===== src/include/ccp_cfg.svh =====
/*
  Holds the register offsets, field positions, reset values and timing
  counts of the capture/compare/PWM channel.
  Assumes it is included by bare name, after the type package is compiled.
*/
`ifndef CCP_CFG_SVH
`define CCP_CFG_SVH

////////////////////////////////////////////////////////////////////////////////
// Byte offsets on the Wishbone bus
`define CCP_ADR_CONTROL 8'h00
`define CCP_ADR_CAP_SRC 8'h04
`define CCP_ADR_VAL_LOW 8'h08
`define CCP_ADR_VAL_HIGH 8'h0C
`define CCP_ADR_PERIOD 8'h10
`define CCP_ADR_TIMER_CFG 8'h14
`define CCP_ADR_STATUS 8'h18
`define CCP_ADR_TIMER 8'h1C
`define CCP_ADR_STEPS 8'h20

////////////////////////////////////////////////////////////////////////////////
// Field positions
`define CCP_CTL_EN_BIT 7
`define CCP_CTL_OUT_BIT 5
`define CCP_CTL_FMT_BIT 4
`define CCP_TCFG_ON_BIT 0
`define CCP_TCFG_PRE_LSB 1
`define CCP_TCFG_ADC_BIT 3
`define CCP_TCFG_DRIVE_BIT 4
`define CCP_STAT_FLAG_BIT 0

////////////////////////////////////////////////////////////////////////////////
// Mode codes
`define CCP_MODE_OFF 4'h0
`define CCP_MODE_CMP_TOG_CLR 4'h1
`define CCP_MODE_CMP_TOG 4'h2
`define CCP_MODE_CAP_ANY 4'h3
`define CCP_MODE_CAP_FALL 4'h4
`define CCP_MODE_CAP_RISE 4'h5
`define CCP_MODE_CAP_RISE4 4'h6
`define CCP_MODE_CAP_RISE16 4'h7
`define CCP_MODE_CMP_SET 4'h8
`define CCP_MODE_CMP_CLR 4'h9
`define CCP_MODE_CMP_PULSE 4'hA
`define CCP_MODE_CMP_PULSE_CLR 4'hB
`define CCP_MODE_PWM_FIRST 4'hC

////////////////////////////////////////////////////////////////////////////////
// Reset values
`define CCP_RST_BYTE 8'h00
`define CCP_RST_PERIOD 8'hFF

////////////////////////////////////////////////////////////////////////////////
// Timing: system clocks per instruction cycle, and pulse count load (pulse lasts one clock more)
`define CCP_CLK_PER_INSTR 3'h4
`define CCP_PULSE_CYCLES 2'h3

`endif


===== src/include/ccp_pkg.sv =====
/*
  Holds the types shared by the capture/compare/PWM channel files.
  Assumes nothing of its surroundings.
*/
package ccp_pkg;

  // Operating class decoded from the four mode bits
  typedef enum logic [1:0] {
    OP_OFF,
    OP_CAPTURE,
    OP_COMPARE,
    OP_PWM
  } op_t;

endpackage


===== src/rtl/ccp_input_sync.sv =====
/*
  Three-stage synchroniser for the eight capture sources.
  Assumes the sources are asynchronous to clk_i; a level is taken once the
  second and third stages agree.
*/
`timescale 1ns/1ps

module ccp_input_sync (
  // Clock and reset
  input wire logic clk_i,
  input wire logic rst_i,
  // Raw and filtered levels
  input wire logic [7:0] raw_i,
  output logic [7:0] level_o
);

  logic [7:0] stage1;
  logic [7:0] stage2;
  logic [7:0] stage3;
  wire [7:0] agree = ~(stage2 ^ stage3);
  wire [7:0] next_level = (agree & stage3) | (~agree & level_o);

  always_ff @(posedge clk_i) begin
    if (rst_i) begin
      stage1 <= 8'h00;
      stage2 <= 8'h00;
      stage3 <= 8'h00;
      level_o <= 8'h00;
    end else begin
      stage1 <= raw_i;
      stage2 <= stage1;
      stage3 <= stage2;
      level_o <= next_level;
    end
  end

endmodule


===== src/rtl/ccp_capture_trigger.sv =====
/*
  Edge detector and edge prescaler for the capture modes.
  Assumes a level already synchronised to clk_i; fire_o is combinational.
*/
`timescale 1ns/1ps
`include "ccp_cfg.svh"

module ccp_capture_trigger (
  // Clock and reset
  input wire logic clk_i,
  input wire logic rst_i,
  // Control
  input wire logic clear_i,
  input wire logic hold_i,
  input wire logic [3:0] mode_i,
  // Selected level and capture strobe
  input wire logic level_i,
  output logic fire_o
);

  logic prev;
  logic [3:0] rise_cnt;
  wire rise = level_i & ~prev;
  wire fall = ~level_i & prev;
  wire do_rise4 = rise & (rise_cnt[1:0] == 2'h3);
  wire do_rise16 = rise & (rise_cnt == 4'hF);

  assign fire_o = hold_i ? 1'b0 :
                  (mode_i == `CCP_MODE_CAP_ANY) ? (rise | fall) :
                  (mode_i == `CCP_MODE_CAP_FALL) ? fall :
                  (mode_i == `CCP_MODE_CAP_RISE) ? rise :
                  (mode_i == `CCP_MODE_CAP_RISE4) ? do_rise4 :
                  (mode_i == `CCP_MODE_CAP_RISE16) ? do_rise16 :
                  1'b0;

  // Prev keeps tracking while cleared so a stale edge never fires on enable
  always_ff @(posedge clk_i) begin
    if (rst_i) begin
      prev <= 1'b0;
      rise_cnt <= 4'h0;
    end else if (clear_i) begin
      prev <= level_i;
      rise_cnt <= 4'h0;
    end else if (!hold_i) begin
      prev <= level_i;
      rise_cnt <= rise ? rise_cnt + 4'h1 : rise_cnt;
    end
  end

endmodule


===== src/rtl/cap_cmp_pwm_channel.sv =====
/*
  Capture/compare/PWM channel with its period timer and a Wishbone slave.
  Assumes the compare timer runs outside and is cleared by a pulse from here,
  capture sources are asynchronous, and sleep_i comes from logic on clk_i.
*/
`timescale 1ns/1ps
`include "ccp_cfg.svh"

// How it works
// - Duty register pair buffered into working copy
// - Time base is timer plus two bits
// - Prescale one uses system clock phase bits
// - PWM output low at duty match
// - Duty above period never clears output
// - Duty steps follow period value
// - Sleep freezes timer and channel state
// - Reset defaults registers, pin to input
// - Control bit 7 enables channel
// - Bit 5 reads output, bit 6 zero
// - Bit 4 picks duty alignment in PWM
// - Codes 1100 to 1111 select PWM
// - Codes 1011, 1010 pulse output on match
// - Code 1001 clears, 1000 sets output
// - Codes 0111, 0110 capture every sixteenth/fourth rise
// - Codes 0101, 0100, 0011 rise, fall, any
// - Codes 0010 toggle, 0001 toggle and clear
// - Code 0000 turns channel off, resets
// - Every event sets flag, may trigger ADC
// - Three-bit field selects capture source
// - Low value captures or compares timer low
// - Low byte holds duty LSBs per alignment
// - High byte holds duty MSBs per alignment
// - Period wrap clears timer, sets output if duty nonzero, loads
module cap_cmp_pwm_channel (
  // Clock and reset
  input wire logic clk_i,
  input wire logic rst_i,
  // Wishbone slave
  input wire logic wb_cyc_i,
  input wire logic wb_stb_i,
  input wire logic wb_we_i,
  input wire logic [7:0] wb_adr_i,
  input wire logic [3:0] wb_sel_i,
  input wire logic [31:0] wb_dat_i,
  output logic [31:0] wb_dat_o,
  output logic wb_ack_o,
  // Power state
  input wire logic sleep_i,
  // Compare timer
  input wire logic [15:0] compare_timer_i,
  output logic compare_timer_clear_o,
  // Capture sources
  input wire logic routed_capture_pin_i,
  input wire logic comparator_one_output_i,
  input wire logic comparator_two_output_i,
  input wire logic pin_change_event_i,
  input wire logic [3:0] logic_cell_output_i,
  // Channel pin and events
  output logic channel_out_o,
  output logic channel_out_oe_n_o,
  output logic channel_event_flag_o,
  output logic adc_trigger_o
);

  ////////////////////////////////////////////////////////////////////////////
  // Helpers

  function automatic ccp_pkg::op_t op_of(input logic [3:0] mode);
    if (mode == `CCP_MODE_OFF) begin
      op_of = ccp_pkg::OP_OFF;
    end else if (mode >= `CCP_MODE_PWM_FIRST) begin
      op_of = ccp_pkg::OP_PWM;
    end else if (mode >= `CCP_MODE_CAP_ANY && mode <= `CCP_MODE_CAP_RISE16) begin
      op_of = ccp_pkg::OP_CAPTURE;
    end else begin
      op_of = ccp_pkg::OP_COMPARE;
    end
  endfunction

  // Prescaler count that ends one timer step: 1, 4, 16 or 64
  function automatic logic pre_done_of(input logic [1:0] sel, input logic [5:0] cnt);
    case (sel)
      2'h0: pre_done_of = 1'b1;
      2'h1: pre_done_of = (cnt[1:0] == 2'h3);
      2'h2: pre_done_of = (cnt[3:0] == 4'hF);
      default: pre_done_of = (cnt == 6'h3F);
    endcase
  endfunction

  ////////////////////////////////////////////////////////////////////////////
  // State

  logic ctl_en;
  logic ctl_fmt;
  logic [3:0] ctl_mode;
  logic [2:0] cap_sel;
  logic [7:0] val_low;
  logic [7:0] val_high;
  logic [7:0] period_value;
  logic tmr_on;
  logic [1:0] pre_sel;
  logic adc_sel;
  logic pin_drive;
  logic event_flag;
  logic out_level;
  logic [7:0] period_timer;
  logic [1:0] phase;
  logic [5:0] pre_cnt;
  logic [9:0] duty_buf;
  logic pulse_active;
  logic [1:0] pulse_cnt;
  logic match_q;
  logic [7:0] src_level;
  logic cap_fire;

  ////////////////////////////////////////////////////////////////////////////
  // Bus decode

  wire bus_req = wb_cyc_i & wb_stb_i & ~wb_ack_o;
  wire bus_wr = bus_req & wb_we_i & wb_sel_i[0];
  wire wr_ctl = bus_wr & (wb_adr_i == `CCP_ADR_CONTROL);
  wire wr_src = bus_wr & (wb_adr_i == `CCP_ADR_CAP_SRC);
  wire wr_low = bus_wr & (wb_adr_i == `CCP_ADR_VAL_LOW);
  wire wr_high = bus_wr & (wb_adr_i == `CCP_ADR_VAL_HIGH);
  wire wr_per = bus_wr & (wb_adr_i == `CCP_ADR_PERIOD);
  wire wr_tcfg = bus_wr & (wb_adr_i == `CCP_ADR_TIMER_CFG);
  wire wr_stat = bus_wr & (wb_adr_i == `CCP_ADR_STATUS);
  wire [7:0] wdat = wb_dat_i[7:0];

  ////////////////////////////////////////////////////////////////////////////
  // Mode decode

  ccp_pkg::op_t op;
  assign op = op_of(ctl_mode);
  wire active = ctl_en & (op != ccp_pkg::OP_OFF);
  wire is_cap = active & (op == ccp_pkg::OP_CAPTURE);
  wire is_cmp = active & (op == ccp_pkg::OP_COMPARE);
  wire is_pwm = active & (op == ccp_pkg::OP_PWM);
  wire run = ~sleep_i;

  ////////////////////////////////////////////////////////////////////////////
  // Period timer and 10-bit time base

  wire instr_tick = (phase == 2'(`CCP_CLK_PER_INSTR - 3'h1));
  wire pre_done = pre_done_of(pre_sel, pre_cnt);
  wire timer_inc = run & tmr_on & instr_tick & pre_done;
  wire wrap = timer_inc & (period_timer == period_value);
  wire [1:0] pre_low = (pre_sel == 2'h1) ? pre_cnt[1:0] :
                       (pre_sel == 2'h2) ? pre_cnt[3:2] : pre_cnt[5:4];
  wire [1:0] low2 = (pre_sel == 2'h0) ? phase : pre_low;
  wire [9:0] time_base = {period_timer, low2};
  wire low_step = (pre_sel == 2'h0) | (instr_tick & ((pre_sel == 2'h1) |
                  ((pre_sel == 2'h2) & (pre_cnt[1:0] == 2'h3)) | (pre_cnt[3:0] == 4'hF)));
  // Distinct duty steps in one period, shown to software
  wire [10:0] duty_steps = {1'b0, period_value, 2'h0} + 11'h004;

  ////////////////////////////////////////////////////////////////////////////
  // Duty value and PWM events

  wire [9:0] duty_reg = ctl_fmt ? {val_high, val_low[7:6]} :
                                  {val_high[1:0], val_low};
  // Duty above the period never equals the time base, so no clear
  // Match on the step into the duty value so the pin drops on time
  wire pwm_step = is_pwm & run & tmr_on & low_step & out_level;
  wire pwm_hit = pwm_step & (wrap ? (duty_reg == 10'h000) : (10'(time_base + 10'h001) == duty_buf));
  wire pwm_set = is_pwm & wrap & (duty_reg != 10'h000);

  ////////////////////////////////////////////////////////////////////////////
  // Compare and capture events

  wire cmp_match = (compare_timer_i == {val_high, val_low});
  wire cmp_hit = is_cmp & run & cmp_match & ~match_q;
  wire cmp_clr_mode = (ctl_mode == `CCP_MODE_CMP_TOG_CLR) | (ctl_mode == `CCP_MODE_CMP_PULSE_CLR);
  wire cmp_pulse_mode = (ctl_mode == `CCP_MODE_CMP_PULSE) | (ctl_mode == `CCP_MODE_CMP_PULSE_CLR);
  wire cmp_clear = cmp_hit & cmp_clr_mode;
  wire pulse_start = cmp_hit & cmp_pulse_mode;
  wire pulse_end = pulse_active & run & (pulse_cnt == 2'h0);
  wire cap_hit = is_cap & cap_fire;
  wire any_event = cap_hit | cmp_hit | pwm_hit;

  wire cmp_out = (ctl_mode == `CCP_MODE_CMP_SET) ? 1'b1 :
                 (ctl_mode == `CCP_MODE_CMP_CLR) ? 1'b0 :
                 cmp_pulse_mode ? 1'b1 :
                 ~out_level;
  wire next_out = !active ? 1'b0 :
                  pulse_end ? 1'b0 :
                  cmp_hit ? cmp_out :
                  pwm_set ? 1'b1 :
                  pwm_hit ? 1'b0 :
                  out_level;

  ////////////////////////////////////////////////////////////////////////////
  // Capture source path

  wire [7:0] src_raw = {logic_cell_output_i, pin_change_event_i, comparator_two_output_i,
                        comparator_one_output_i, routed_capture_pin_i};
  wire cap_level = src_level[cap_sel];

  ccp_input_sync u_sync (
    .clk_i(clk_i),
    .rst_i(rst_i),
    .raw_i(src_raw),
    .level_o(src_level)
  );

  ccp_capture_trigger u_trig (
    .clk_i(clk_i),
    .rst_i(rst_i),
    .clear_i(~is_cap),
    .hold_i(sleep_i),
    .mode_i(ctl_mode),
    .level_i(cap_level),
    .fire_o(cap_fire)
  );

  ////////////////////////////////////////////////////////////////////////////
  // Read mux

  wire [7:0] ctl_rd = {ctl_en, 1'b0, out_level, ctl_fmt, ctl_mode};
  wire [7:0] tcfg_rd = {3'h0, pin_drive, adc_sel, pre_sel, tmr_on};
  wire [31:0] rd_data = (wb_adr_i == `CCP_ADR_CONTROL) ? {24'h000000, ctl_rd} :
                        (wb_adr_i == `CCP_ADR_CAP_SRC) ? {29'h00000000, cap_sel} :
                        (wb_adr_i == `CCP_ADR_VAL_LOW) ? {24'h000000, val_low} :
                        (wb_adr_i == `CCP_ADR_VAL_HIGH) ? {24'h000000, val_high} :
                        (wb_adr_i == `CCP_ADR_PERIOD) ? {24'h000000, period_value} :
                        (wb_adr_i == `CCP_ADR_TIMER_CFG) ? {24'h000000, tcfg_rd} :
                        (wb_adr_i == `CCP_ADR_STATUS) ? {31'h00000000, event_flag} :
                        (wb_adr_i == `CCP_ADR_TIMER) ? {24'h000000, period_timer} :
                        (wb_adr_i == `CCP_ADR_STEPS) ? {21'h000000, duty_steps} :
                        32'h00000000;

  ////////////////////////////////////////////////////////////////////////////
  // Bus handshake

  always_ff @(posedge clk_i) begin
    if (rst_i) begin
      wb_ack_o <= 1'b0;
      wb_dat_o <= 32'h00000000;
    end else begin
      wb_ack_o <= bus_req;
      wb_dat_o <= bus_req ? rd_data : 32'h00000000;
    end
  end

  ////////////////////////////////////////////////////////////////////////////
  // Configuration registers

  // Bit 5 is not stored from the bus; bit 6 is not stored at all
  always_ff @(posedge clk_i) begin
    if (rst_i) begin
      ctl_en <= 1'b0;
      ctl_fmt <= 1'b0;
      ctl_mode <= `CCP_MODE_OFF;
      cap_sel <= 3'h0;
      period_value <= `CCP_RST_PERIOD;
    end else begin
      if (wr_ctl) begin
        ctl_en <= wdat[`CCP_CTL_EN_BIT];
        ctl_fmt <= wdat[`CCP_CTL_FMT_BIT];
        ctl_mode <= wdat[3:0];
      end
      if (wr_src) begin
        cap_sel <= wdat[2:0];
      end
      if (wr_per) begin
        period_value <= wdat;
      end
    end
  end

  always_ff @(posedge clk_i) begin
    if (rst_i) begin
      tmr_on <= 1'b0;
      pre_sel <= 2'h0;
      adc_sel <= 1'b0;
      pin_drive <= 1'b0;
    end else if (wr_tcfg) begin
      tmr_on <= wdat[`CCP_TCFG_ON_BIT];
      pre_sel <= wdat[`CCP_TCFG_PRE_LSB +: 2];
      adc_sel <= wdat[`CCP_TCFG_ADC_BIT];
      pin_drive <= wdat[`CCP_TCFG_DRIVE_BIT];
    end
  end

  ////////////////////////////////////////////////////////////////////////////
  // Value register pair

  // A capture wins over a bus write in the same cycle
  always_ff @(posedge clk_i) begin
    if (rst_i) begin
      val_low <= `CCP_RST_BYTE;
      val_high <= `CCP_RST_BYTE;
    end else if (cap_hit) begin
      val_low <= compare_timer_i[7:0];
      val_high <= compare_timer_i[15:8];
    end else begin
      if (wr_low) begin
        val_low <= wdat;
      end
      if (wr_high) begin
        val_high <= wdat;
      end
    end
  end

  ////////////////////////////////////////////////////////////////////////////
  // Period timer and working duty copy

  always_ff @(posedge clk_i) begin
    if (rst_i) begin
      phase <= 2'h0;
      pre_cnt <= 6'h00;
      period_timer <= 8'h00;
      duty_buf <= 10'h000;
    end else if (run) begin
      phase <= phase + 2'h1;
      if (tmr_on & instr_tick) begin
        pre_cnt <= pre_done ? 6'h00 : pre_cnt + 6'h01;
      end
      if (wrap) begin
        period_timer <= 8'h00;
        duty_buf <= duty_reg;
      end else if (timer_inc) begin
        period_timer <= period_timer + 8'h01;
      end
    end
  end

  ////////////////////////////////////////////////////////////////////////////
  // Channel output, pulse timing and events

  always_ff @(posedge clk_i) begin
    if (rst_i || !active) begin
      out_level <= 1'b0;
      pulse_active <= 1'b0;
      pulse_cnt <= 2'h0;
      match_q <= 1'b0;
    end else if (run) begin
      out_level <= next_out;
      match_q <= cmp_match;
      if (pulse_start) begin
        pulse_active <= 1'b1;
        pulse_cnt <= `CCP_PULSE_CYCLES;
      end else if (pulse_end) begin
        pulse_active <= 1'b0;
      end else if (pulse_active) begin
        pulse_cnt <= pulse_cnt - 2'h1;
      end
    end
  end

  // Set wins over a write-one clear in the same cycle
  always_ff @(posedge clk_i) begin
    if (rst_i) begin
      event_flag <= 1'b0;
      adc_trigger_o <= 1'b0;
      compare_timer_clear_o <= 1'b0;
      channel_out_oe_n_o <= 1'b1;
    end else begin
      event_flag <= any_event | (event_flag & ~(wr_stat & wdat[`CCP_STAT_FLAG_BIT]));
      adc_trigger_o <= any_event & adc_sel;
      compare_timer_clear_o <= cmp_clear;
      channel_out_oe_n_o <= ~(pin_drive & ctl_en);
    end
  end

  assign channel_out_o = out_level;
  assign channel_event_flag_o = event_flag;

endmodule


===== config.mk =====
export PLATFORM = sky130hd
export DESIGN_NAME = cap_cmp_pwm_channel
export DESIGN_NICKNAME = d
export VERILOG_FILES = /design/src/include/ccp_pkg.sv /design/src/rtl/ccp_input_sync.sv /design/src/rtl/ccp_capture_trigger.sv /design/src/rtl/cap_cmp_pwm_channel.sv
export VERILOG_INCLUDE_DIRS = /design/src /design/src/include
export SDC_FILE = /design/constraint.sdc
export NUM_CORES = 1
export LEC_CHECK = 0
export BUFFER_PORTS_ARGS = -buffer_cell sky130_fd_sc_hd__buf_2
export CAP_MARGIN = 20
export CELL_PAD_IN_SITES_DETAIL_PLACEMENT = 1
export CELL_PAD_IN_SITES_GLOBAL_PLACEMENT = 1
export CORE_MARGIN = 2
export CORE_UTILIZATION = 43
export DETAILED_ROUTE_END_ITERATION = 10
export MAX_ROUTING_LAYER = met4
export PLACE_DENSITY = 0.89
export SYNTH_ARGS = -nofsm -noshare
export SYNTH_HDL_FRONTEND = slang
export SYNTH_SLANG_ARGS = --single-unit

===== constraint.sdc =====
create_clock -name clk_i -period 4 [get_ports clk_i]
set_clock_uncertainty 0.2 [all_clocks]
set_input_delay 0.2 -clock clk_i [delete_from_list [all_inputs] [get_ports clk_i]]
set_output_delay 0.2 -clock clk_i [all_outputs]
set_load 0.01 [all_outputs]

==> results.yml, run 1 <==
finish:
  final_common_cell: "dfxtp_1"
  design_area_mm2: 0.00764
  synthToLayoutAreaGrowth_pct: 18.9
  nets: 872
  drive_gt1_share_pct: 16.3
  mostFrequentLayoutCells: "122 x dfxtp_1, 63 x buf_2, 62 x nor2_1"
worst_setup_path:
  cp.arrival_ns: 3.82
  critPathSlowestCell: "nor4_2"
  crit_family: "multiplexers"
  worst-path-max-fanout: 15
  setup.worst_path.end_class: "flop"
  cp-start-kind: "flop"
  critical-path-max-stage-delay_ns: 0.65
  crit_required_ns: 4.07
  crit_chain: "mux4_2 > mux2_2 > inv_1 > ha_1 > nand2b_1 > nand3b_1 > nor4_2 > buf_4 > mux2i_1 > nor2_1"
  criticalPathCategory: "reg2reg"
  critPathBufInv: 2
timing:
  tns_ns: 0
  fin_crit_sh_pct: 93.7
  finalSetupViolations: 0
  hold_viol_final: 0
  grt_setup_unrepaired: "false"
  max_freq_mhz: 267
  relSlewSlack_pct: 41.6
  finalWorstSetupSlack_ns: 0.252
  period_minus_slack_ns: 3.75
  slew_viol_final: 0
  tightestPinTransition_ns: 0.864
clock_network:
  ctsResizeCount: 0
  clockBufferDepth: 2
  cts_tree: "yes"
  h-tree-depth: 4
  clkTransAtPathRegs_ns: 0.07
  root_buffer: "clkbuf_16"
  clock_latency_ns: 0.44
  cts_buffers: 17
  cts.sinks: 122
die:
  core_mm2: 0.0146
  rows: 44
  floorplan.initialDensity_pct: 44.0
  die_w_um: 126
  die_h_um: 126
  dieArea_mm2: 0.0159
  num_io_pins: 112
synthesis:
  synth-seq-cells: 122
  synth_edf_count: 0
  syn_area_mm2: 0.00643
  synth_ff_type: "dfxtp_1"
  async_flop_share_pct: 0
  ys_seq_area_share_pct: 38.0
  yosys_warnings: 0
  synthCells: 717
  syn_area_per_cell_um2: 8.96
  synth.distinct_cells: 75
drt:
  post_drt_wl_per_cell_um: 22.7
  drt-total-wl_um: 22400
  drt_first_iter_violations: 525
  via_count: 5943
  vias_per_cell: 6.02
  postRouteAntennaNets: 0
  firstDrtPassIters: 5
  drc: 0
placed_design:
  post-place-ws_ns: 0.574
  place_area_mm2: 0.00671
  hpwl_um: 13000
  io_buffers: 63
  gp_congestion: 0.897
global_route:
  antenna_found_initial: 1
  grtUsageTotal_pct: 29.4
  overflow: 0
  grt_max_degree: 80
  grt_pass1_wl_um: 35000
  grt_pass1_vias: 6171
pwr:
  power_leakage_nw: 2.92
  peakVddDrop_mv: 0.366
  p_per_area_mw_per_mm2: 389
job:
  drv_cap: 0
run_status:
  status: "finished, final reports clean"
hold_path:
  hold_path_class: "in2reg"
-- timing repair --
action                    in CTS  in global routing
hold endpoints to repair      48                  0
hold buffers                  33                  0
setup buffers                  0                  0
-- worst register-to-register path, stage by stage, from the launching register on --
cell	delay [ns]
dfxtp_1	0.49
mux4_2	0.56
mux2_2	0.33
inv_1	0.07
ha_1	0.22
nand2b_1	0.07
nand3b_1	0.09
nor4_2	0.65
buf_4	0.42
mux2i_1	0.35
nor2_1	0.12
-- cells in the mapped netlist, types with 5 or more instances --
cell      instances  area share, %
nor4_1           10           0.97
and3_1            7           0.68
mux2_1            8            1.4
ha_1              9            1.8
xor2_1           41            5.6
nor3_1           17            1.3
clkbuf_1         30            1.8
nand3b_1          9            1.1
dfxtp_1         122             38
xnor2_1          18            2.5
inv_1            11           0.64
nand4_1           8           0.78
buf_4            24            2.8
mux2_2           11            1.9
a31oi_1           5           0.49
a21oi_1          30            2.3
a221oi_1          5           0.68
a22oi_1          12            1.4
nand3_1          29            2.3
nand2_1          61            3.6
nor2b_1          33            3.2
nand2b_1          6           0.58
mux2i_1          35            5.5
a211oi_1         11            1.3
nor2_1           62            3.6
o21ai_0          16            1.2
nor3b_1           6           0.70
buf_2            10           0.78
-- cell families after synthesis --
| logic type | count (synthesis) | share of synthesized area, % |
|---|---|---|
| AOI/OAI and AO/OA | 114 | 12.3 |
| xor gates and xnor gates | 59 | 8.04 |
| other | 1 | 0.0584 |
| muxes | 58 | 10.2 |
| DFF | 122 | 38.0 |
| buffers and inverters | 78 | 6.39 |
| and+or+nand+nor | 276 | 23.3 |
| adders and majority gates | 9 | 1.75 |
-- metrics by stage --
step	cells	total power, mW	hold WS [ns]	util [%]
final	987	2.97	0.0206	52.4
after global routing	987	3.06	0.0185	52.4
after CTS	986	2.97	0.0000319	52.3
after detailed placement	921	1.39	0.216	46.0
after global placement	921	1.38	0.209	46.0
after floorplan	737	1.35	0.118	-
-- state kept, by name (all words and copies together) (netlist names), 2 cells and up, named ones only --
signal,flops
u_sync.stage3,8
u_sync.stage2,8
pre_sel,2
wb_dat_o,11
u_trig.rise_cnt,4
period_timer,8
pulse_cnt,2
val_high,8
pre_cnt,6
val_low,8
phase,2
ctl_mode,4
cap_sel,3
duty_buf,10
u_sync.stage1,8
period_value,8
-- final timing paths --
| kind | slack [ns] | endpoint | startpoint | cells after the start |
|---|---|---|---|---|
| setup reg to reg | 0.25 | val_low[1] | cap_sel[0] | 10 |
| hold reg to reg | 0.23 | u_sync.stage2[1] | u_sync.stage1[1] | 1 |
| hold / removal | 0.02 | phase[0] | sleep_i | 3 |
| setup / recovery | 0.25 | val_low[1] | cap_sel[0] | 10 |
-- area by class of cell --
type	count	area, µm²
fill	1678	6950
multi-input combinational	537	3650
sequential	122	2440
timing repair buffer	100	676
clock buffer	18	429
tap	184	230
clock inverter	14	164
inverter	11	41.3
antenna	1	2.50
-- power breakdown --
| part | internal [mW] | switching (mW) | leakage, nW |
|---|---|---|---|
| Sequential | 1.23 | 0.00665 | 0.987 |
| Combinational | 0.0672 | 0.0949 | 1.65 |
| Clock | 0.931 | 0.646 | 0.280 |
-- routing by layer --
metal,part of all wire (%),up-vias,GRT usage (%)
met5,0,-,-
met4,5.9,0,17.8
met3,7.4,110,6.84
met2,50,313,48.7
met1,37,2867,32.1
li1,-,2653,-
Power figures use the tool's default switching activity.
==> inputs of run 2 (changes only) <==
--- a/config.mk
+++ b/config.mk
@@ -11,10 +11,12 @@
 export CELL_PAD_IN_SITES_DETAIL_PLACEMENT = 1
 export CELL_PAD_IN_SITES_GLOBAL_PLACEMENT = 1
 export CORE_MARGIN = 2
-export CORE_UTILIZATION = 43
+export CORE_UTILIZATION = 45
+export CTS_CLUSTER_DIAMETER = 30
 export DETAILED_ROUTE_END_ITERATION = 10
 export MAX_ROUTING_LAYER = met4
-export PLACE_DENSITY = 0.89
+export PLACE_DENSITY = 0.93
 export SYNTH_ARGS = -nofsm -noshare
 export SYNTH_HDL_FRONTEND = slang
+export SYNTH_HIERARCHICAL = 1
 export SYNTH_SLANG_ARGS = --single-unit
==> constraint.sdc (replaced) <==
create_clock -name clk_i -period 4.7 [get_ports clk_i]
set_clock_uncertainty 0.2 [all_clocks]
set_input_delay 0.235 -clock clk_i [delete_from_list [all_inputs] [get_ports clk_i]]
set_output_delay 0.235 -clock clk_i [all_outputs]
set_load 0.01 [all_outputs]
==> run 2 against run 1 <==
  * Synthesized cell count is 0.56% higher
  * Critical endpoint is now val_low[2]
  * Synthesized area is 1.8% lower
  * Setup slack better by 0.10 ns
  * Wire length is 6.0% lower
  * Final area is 1.1% lower
  * Clock-buffer cell count is 1 lower
  * Utilization is 2.5 points higher
  * Global-route usage is 1.0 points higher
==> results.yml, run 2 <==
clock_network:
  ctsResizeCount: 0
  clockBufferDepth: 2
  h-tree-depth: 4
  cts.sinks: 122
  clock_latency_ns: 0.45
  cts_buffers: 17
  cts_tree: "yes"
  root_buffer: "clkbuf_16"
  cts_setup_buffers: 0
  clkTransAtPathRegs_ns: 0.07
worst_setup_path:
  critical-path-max-stage-delay_ns: 0.65
  crit_path_frequent_cell: "a311oi_1"
  crit_required_ns: 4.89
  rrSetupSlack_ns: 0.35
  worst-path-max-fanout: 20
  cp.arrival_ns: 4.54
  criticalPathCategory: "reg2reg"
  cp-start-kind: "flop"
  crit_family: "buffers and inverters"
  setup.worst_path.end_class: "flop"
  critPathBufInv: 3
  crit_chain: "mux4_2 > mux2_2 > ha_1 > and3b_1 > o21ai_0 > a311oi_1 > inv_1 > or2_1 > buf_4 > nor2_1 > a311oi_1 > dlygate4sd3_1"
  critPathSlowestCell: "or2_1"
drt:
  postRouteAntennaNets: 0
  post_drt_wl_per_cell_um: 21.2
  drt-total-wl_um: 21000
  vias_per_cell: 5.90
  via_count: 5844
  firstDrtPassIters: 5
  drt_first_iter_violations: 499
  drc: 0
placed_design:
  gp_congestion: 0.881
  dp.cells: 921
  io_buffers: 63
  hpwl_um: 13100
  place_area_mm2: 0.00660
finish:
  mostFrequentLayoutCells: "122 x dfxtp_1, 91 x nor2_1, 63 x buf_2"
  largest_reg_flops: 11
  design_area_mm2: 0.00755
  reg_top3: "wb_dat_o x11, duty_buf x10"
  multi_input_area_mm2: 0.00354
  nets: 880
  final_common_cell: "dfxtp_1"
  n_antenna_cell: 0
  fill_cells: 1624
  top_register: "wb_dat_o"
  instances_no_fill: 990
  drive_gt1_share_pct: 15.1
  fin_util_pct: 54.8
  synthToLayoutAreaGrowth_pct: 19.7
  seqCellArea_mm2: 0.00244
synthesis:
  synth-seq-cells: 122
  synth_edf_count: 0
  yosys_warnings: 6
  syn_area_per_cell_um2: 8.75
  async_flop_share_pct: 0
  synthTopCellsByArea: "dfxtp_1 39%, mux2i_1 6.3%, xor2_1 6.0%, nor2_1 5.4%, nor2b_1 3.3%"
  synth.distinct_cells: 68
  syn_area_mm2: 0.00631
  synth_common_cells: "122 x dfxtp_1, 91 x nor2_1, 45 x nand2_1"
  synth_ff_type: "dfxtp_1"
  yosysTopAreaCellShare_pct: 38.7
  synth_area_leader_cell: "dfxtp_1"
  synth_most_common_cell: "dfxtp_1"
  ys_seq_area_share_pct: 38.7
  synthCells: 721
timing:
  grt_setup_unrepaired: "false"
  slew_viol_final: 0
  relSlewSlack_pct: 41.0
  hold_viol_final: 0
  tightestPinTransition_ns: 0.882
  finalSetupViolations: 0
  max_freq_mhz: 230
  tns_ns: 0
  period_minus_slack_ns: 4.35
  fin_crit_sh_pct: 92.5
die:
  num_io_pins: 112
  die_h_um: 122
  core_mm2: 0.0138
  die_w_um: 122
  dieArea_mm2: 0.0150
  rows: 43
  floorplan.initialDensity_pct: 45.8
pwr:
  power.total_mw: 2.53
  p_per_area_mw_per_mm2: 335
  peakVddDrop_mv: 0.323
  power_leakage_nw: 3.09
global_route:
  overflow: 0
  antenna_found_initial: 0
  grt_pass1_vias: 6083
  grtUsageTotal_pct: 30.4
  grt_max_degree: 66
  grt_pass1_wl_um: 33300
hold_path:
  hold_path_class: "in2reg"
job:
  drv_cap: 0
run_status:
  status: "finished, final reports clean"
## run 2: path summary, 6_finish.rpt
kind                             startpoint                 end  cells after the start
worst max-delay path             cap_sel[0]          val_low[2]                     12
worst min-delay path            wb_dat_i[0]         ctl_mode[0]                      3
worst max register to register   cap_sel[0]          val_low[2]                     12
worst min register to register    pin_drive  channel_out_oe_n_o                      1
## run 2: stage by stage
step,setup WS (ns),hold WS (ns)
6_report,0.353,0.0112
5_1_grt,0.107,0.0168
4_1_cts,0.554,0.00123
3_5_place_dp,1.09,0.203
3_3_place_gp,1.20,0.217
2_1_floorplan,1.72,0.107
## run 2: cell families after synthesis
logic type | share of synthesized area (%)
AO/OA/AOI/OAI | 13.2
XOR/XNOR | 7.91
adder cells (fa/ha/maj) | 1.78
buffers and inverters | 6.42
flip-flops | 38.7
multiplexers | 8.66
other | 0.0594
AND/OR/NAND/NOR | 23.3
## run 2: final cells by class
class,count,share of cell area (%)
Multi-Input combinational cell,540,46.9
Clock buffer,17,5.63
Sequential cell,122,32.3
Clock inverter,15,2.19
Inverter,12,0.596
Tap cell,180,2.98
Timing Repair Buffer,104,9.41
## run 2: report_power, final
| group | leakage [nW] | internal (mW) | switching [mW] |
|---|---|---|---|
| sequential | 0.987 | 1.04 | 0.00616 |
| clock | 0.294 | 0.757 | 0.592 |
| combinational | 1.81 | 0.0525 | 0.0811 |
## run 2: metal layers
layer / global-route usage (%) / share of wire, % / up-vias
met2: 49.1 / 48 / 252
met1: 35.0 / 41 / 2874
li1: - / - / 2656
met5: - / 0 / -
met3: 8.46 / 7.2 / 62
met4: 14.2 / 3.3 / 0
## run 2: timing repair
item | in CTS | in global routing
endpoints found under the setup margin | 0 | 0
hold buffers | 36 | 0
hold endpoints to repair | 30 | 0
## run 2: tightest hold or removal path, stage by stage
cell and delay [ns]:
buf_2 0.18, mux2i_1 0.15, nor2_1 0.05
==> inputs of run 3 (changes only) <==
--- a/config.mk
+++ b/config.mk
@@ -11,12 +11,11 @@
 export CELL_PAD_IN_SITES_DETAIL_PLACEMENT = 1
 export CELL_PAD_IN_SITES_GLOBAL_PLACEMENT = 1
 export CORE_MARGIN = 2
-export CORE_UTILIZATION = 45
+export CORE_UTILIZATION = 46
 export CTS_CLUSTER_DIAMETER = 30
 export DETAILED_ROUTE_END_ITERATION = 10
 export MAX_ROUTING_LAYER = met4
-export PLACE_DENSITY = 0.93
+export PLACE_DENSITY = 0.94
 export SYNTH_ARGS = -nofsm -noshare
 export SYNTH_HDL_FRONTEND = slang
-export SYNTH_HIERARCHICAL = 1
 export SYNTH_SLANG_ARGS = --single-unit
==> run 3 against run 2 <==
  * Via count up 5.9%
  * First-iteration DRC count up 42%
  * Sequential power about the same
  * Combinational power up 4%
  * Cell count down 0.71%
  * Clock-buffer cell count up 1
  * Critical endpoint is now adc_trigger_o
  * Largest cell class unchanged
==> results.yml, run 3 (synthesized netlist as in run 1, its figures left out) <==
run_status:
  status: "finished, final reports clean"
drt:
  drc: 0
  drt-total-wl_um: 23400
  postRouteAntennaNets: 0
  drt_first_iter_violations: 710
  via_count: 6189
  firstDrtPassIters: 5
  vias_per_cell: 6.30
  post_drt_wl_per_cell_um: 23.8
pwr:
  peakVddDrop_mv: 0.319
  power_leakage_nw: 2.91
  power.total_mw: 2.46
  p_per_area_mw_per_mm2: 324
clock_network:
  cts.sinks: 122
  cts_buffers: 17
  clockBufferDepth: 2
  h-tree-depth: 4
  root_buffer: "clkbuf_16"
  clock_latency_ns: 0.45
  cts_setup_buffers: 0
  cts_tree: "yes"
  clkTransAtPathRegs_ns: 0.07
finish:
  largest_reg_flops: 11
  drive_gt1_share_pct: 16.5
  fin_util_pct: 55.2
  instances_no_fill: 983
  synthToLayoutAreaGrowth_pct: 18.3
  reg_top3: "wb_dat_o x11, duty_buf x10"
  design_area_mm2: 0.00760
  mostFrequentLayoutCells: "122 x dfxtp_1, 63 x buf_2, 62 x nor2_1"
  nets: 871
  seqCellArea_mm2: 0.00244
  final_common_cell: "dfxtp_1"
  top_register: "wb_dat_o"
  fill_cells: 1598
  multi_input_area_mm2: 0.00365
placed_design:
  gp_congestion: 0.934
  hpwl_um: 13400
  place_area_mm2: 0.00670
  io_buffers: 63
  dp.cells: 916
  post-place-ws_ns: 1.50
global_route:
  antenna_found_initial: 2
  grtUsageTotal_pct: 33.6
  grt_pass1_vias: 6581
  grt_max_degree: 74
  grt_pass1_wl_um: 36400
  overflow: 0
worst_setup_path:
  cp.arrival_ns: 3.54
  setup.worst_path.end_class: "flop"
  crit_required_ns: 4.83
  criticalPathCategory: "reg2reg"
  cp-start-kind: "flop"
  worst-path-max-fanout: 8
timing:
  finalSetupViolations: 0
  tightestPinTransition_ns: 0.894
  hold_viol_final: 0
  max_freq_mhz: 293
  fin_crit_sh_pct: 72.6
  hold_slack_ns: 0.0331
  period_minus_slack_ns: 3.41
  finalWorstSetupSlack_ns: 1.29
  relSlewSlack_pct: 40.4
  tns_ns: 0
  grt_setup_unrepaired: "false"
  slew_viol_final: 0
die:
  num_io_pins: 112
  die_w_um: 122
  floorplan.initialDensity_pct: 46.7
  die_h_um: 122
  core_mm2: 0.0138
  rows: 43
  dieArea_mm2: 0.0149
hold_path:
  hold_path_class: "in2reg"
job:
  drv_cap: 0
run 3: changes by cell type in the layout (fill, tap and decap cells not counted), moves of 9 or more:
cell and delta:
a311oi_1 -9, nand2_1 +16, nor2_1 -29, and3_1 -10, a22oi_1 +9
run 3: where the power goes:
| group | leakage [nW] | internal [mW] | switching [mW] |
|---|---|---|---|
| Sequential | 0.987 | 1.04 | 0.00556 |
| Clock | 0.278 | 0.708 | 0.567 |
| Combinational | 1.65 | 0.0565 | 0.0820 |
| Total | 2.91 | 1.81 | 0.654 |
run 3: routing by layer:
layer / global-route usage [%] / vias to the layer above / routed length [µm]
li1: - / 2652 / -
met1: 34.6 / 2975 / 8370
met2: 55.0 / 386 / 11100
met3: 9.22 / 176 / 1880
met4: 24.7 / 0 / 1950
met5: - / - / 0
run 3: critical path, cell delays in order, from the launching register on:
cell       delay, ns
dfxtp_1         0.57
mux4_2          0.65
ha_1            0.30
nand3_1         0.16
o21ai_0         0.19
a2111oi_2       0.46
o2111a_1        0.30
a2111oi_1       0.12
nor4b_1         0.34
run 3: layout make-up:
| type | instances | share of cell area [%] |
|---|---|---|
| Sequential cell | 122 | 32.1 |
| Antenna cell | 2 | 0.0659 |
| Multi-Input combinational cell | 537 | 48.1 |
| Tap cell | 180 | 2.96 |
| Inverter | 11 | 0.543 |
| Timing Repair Buffer | 99 | 8.73 |
| Clock inverter | 14 | 1.70 |
| Clock buffer | 18 | 5.78 |
run 3: final timing paths:
path	from	end	slack, ns	cells after the start
worst min-delay path	sleep_i	channel_out_o	0.03	3
worst min register to register	u_sync.stage1[7]	u_sync.stage2[7]	0.25	1
worst max register to register	pre_sel[1]	adc_trigger_o	1.29	8
worst max-delay path	pre_sel[1]	adc_trigger_o	1.29	8
run 3: what timing repair did:
item / in CTS / in global routing
hold endpoints to repair: 42 / 0
hold buffers: 32 / 0
resized for setup: 0 / 0
setup endpoints to repair: 0 / 0
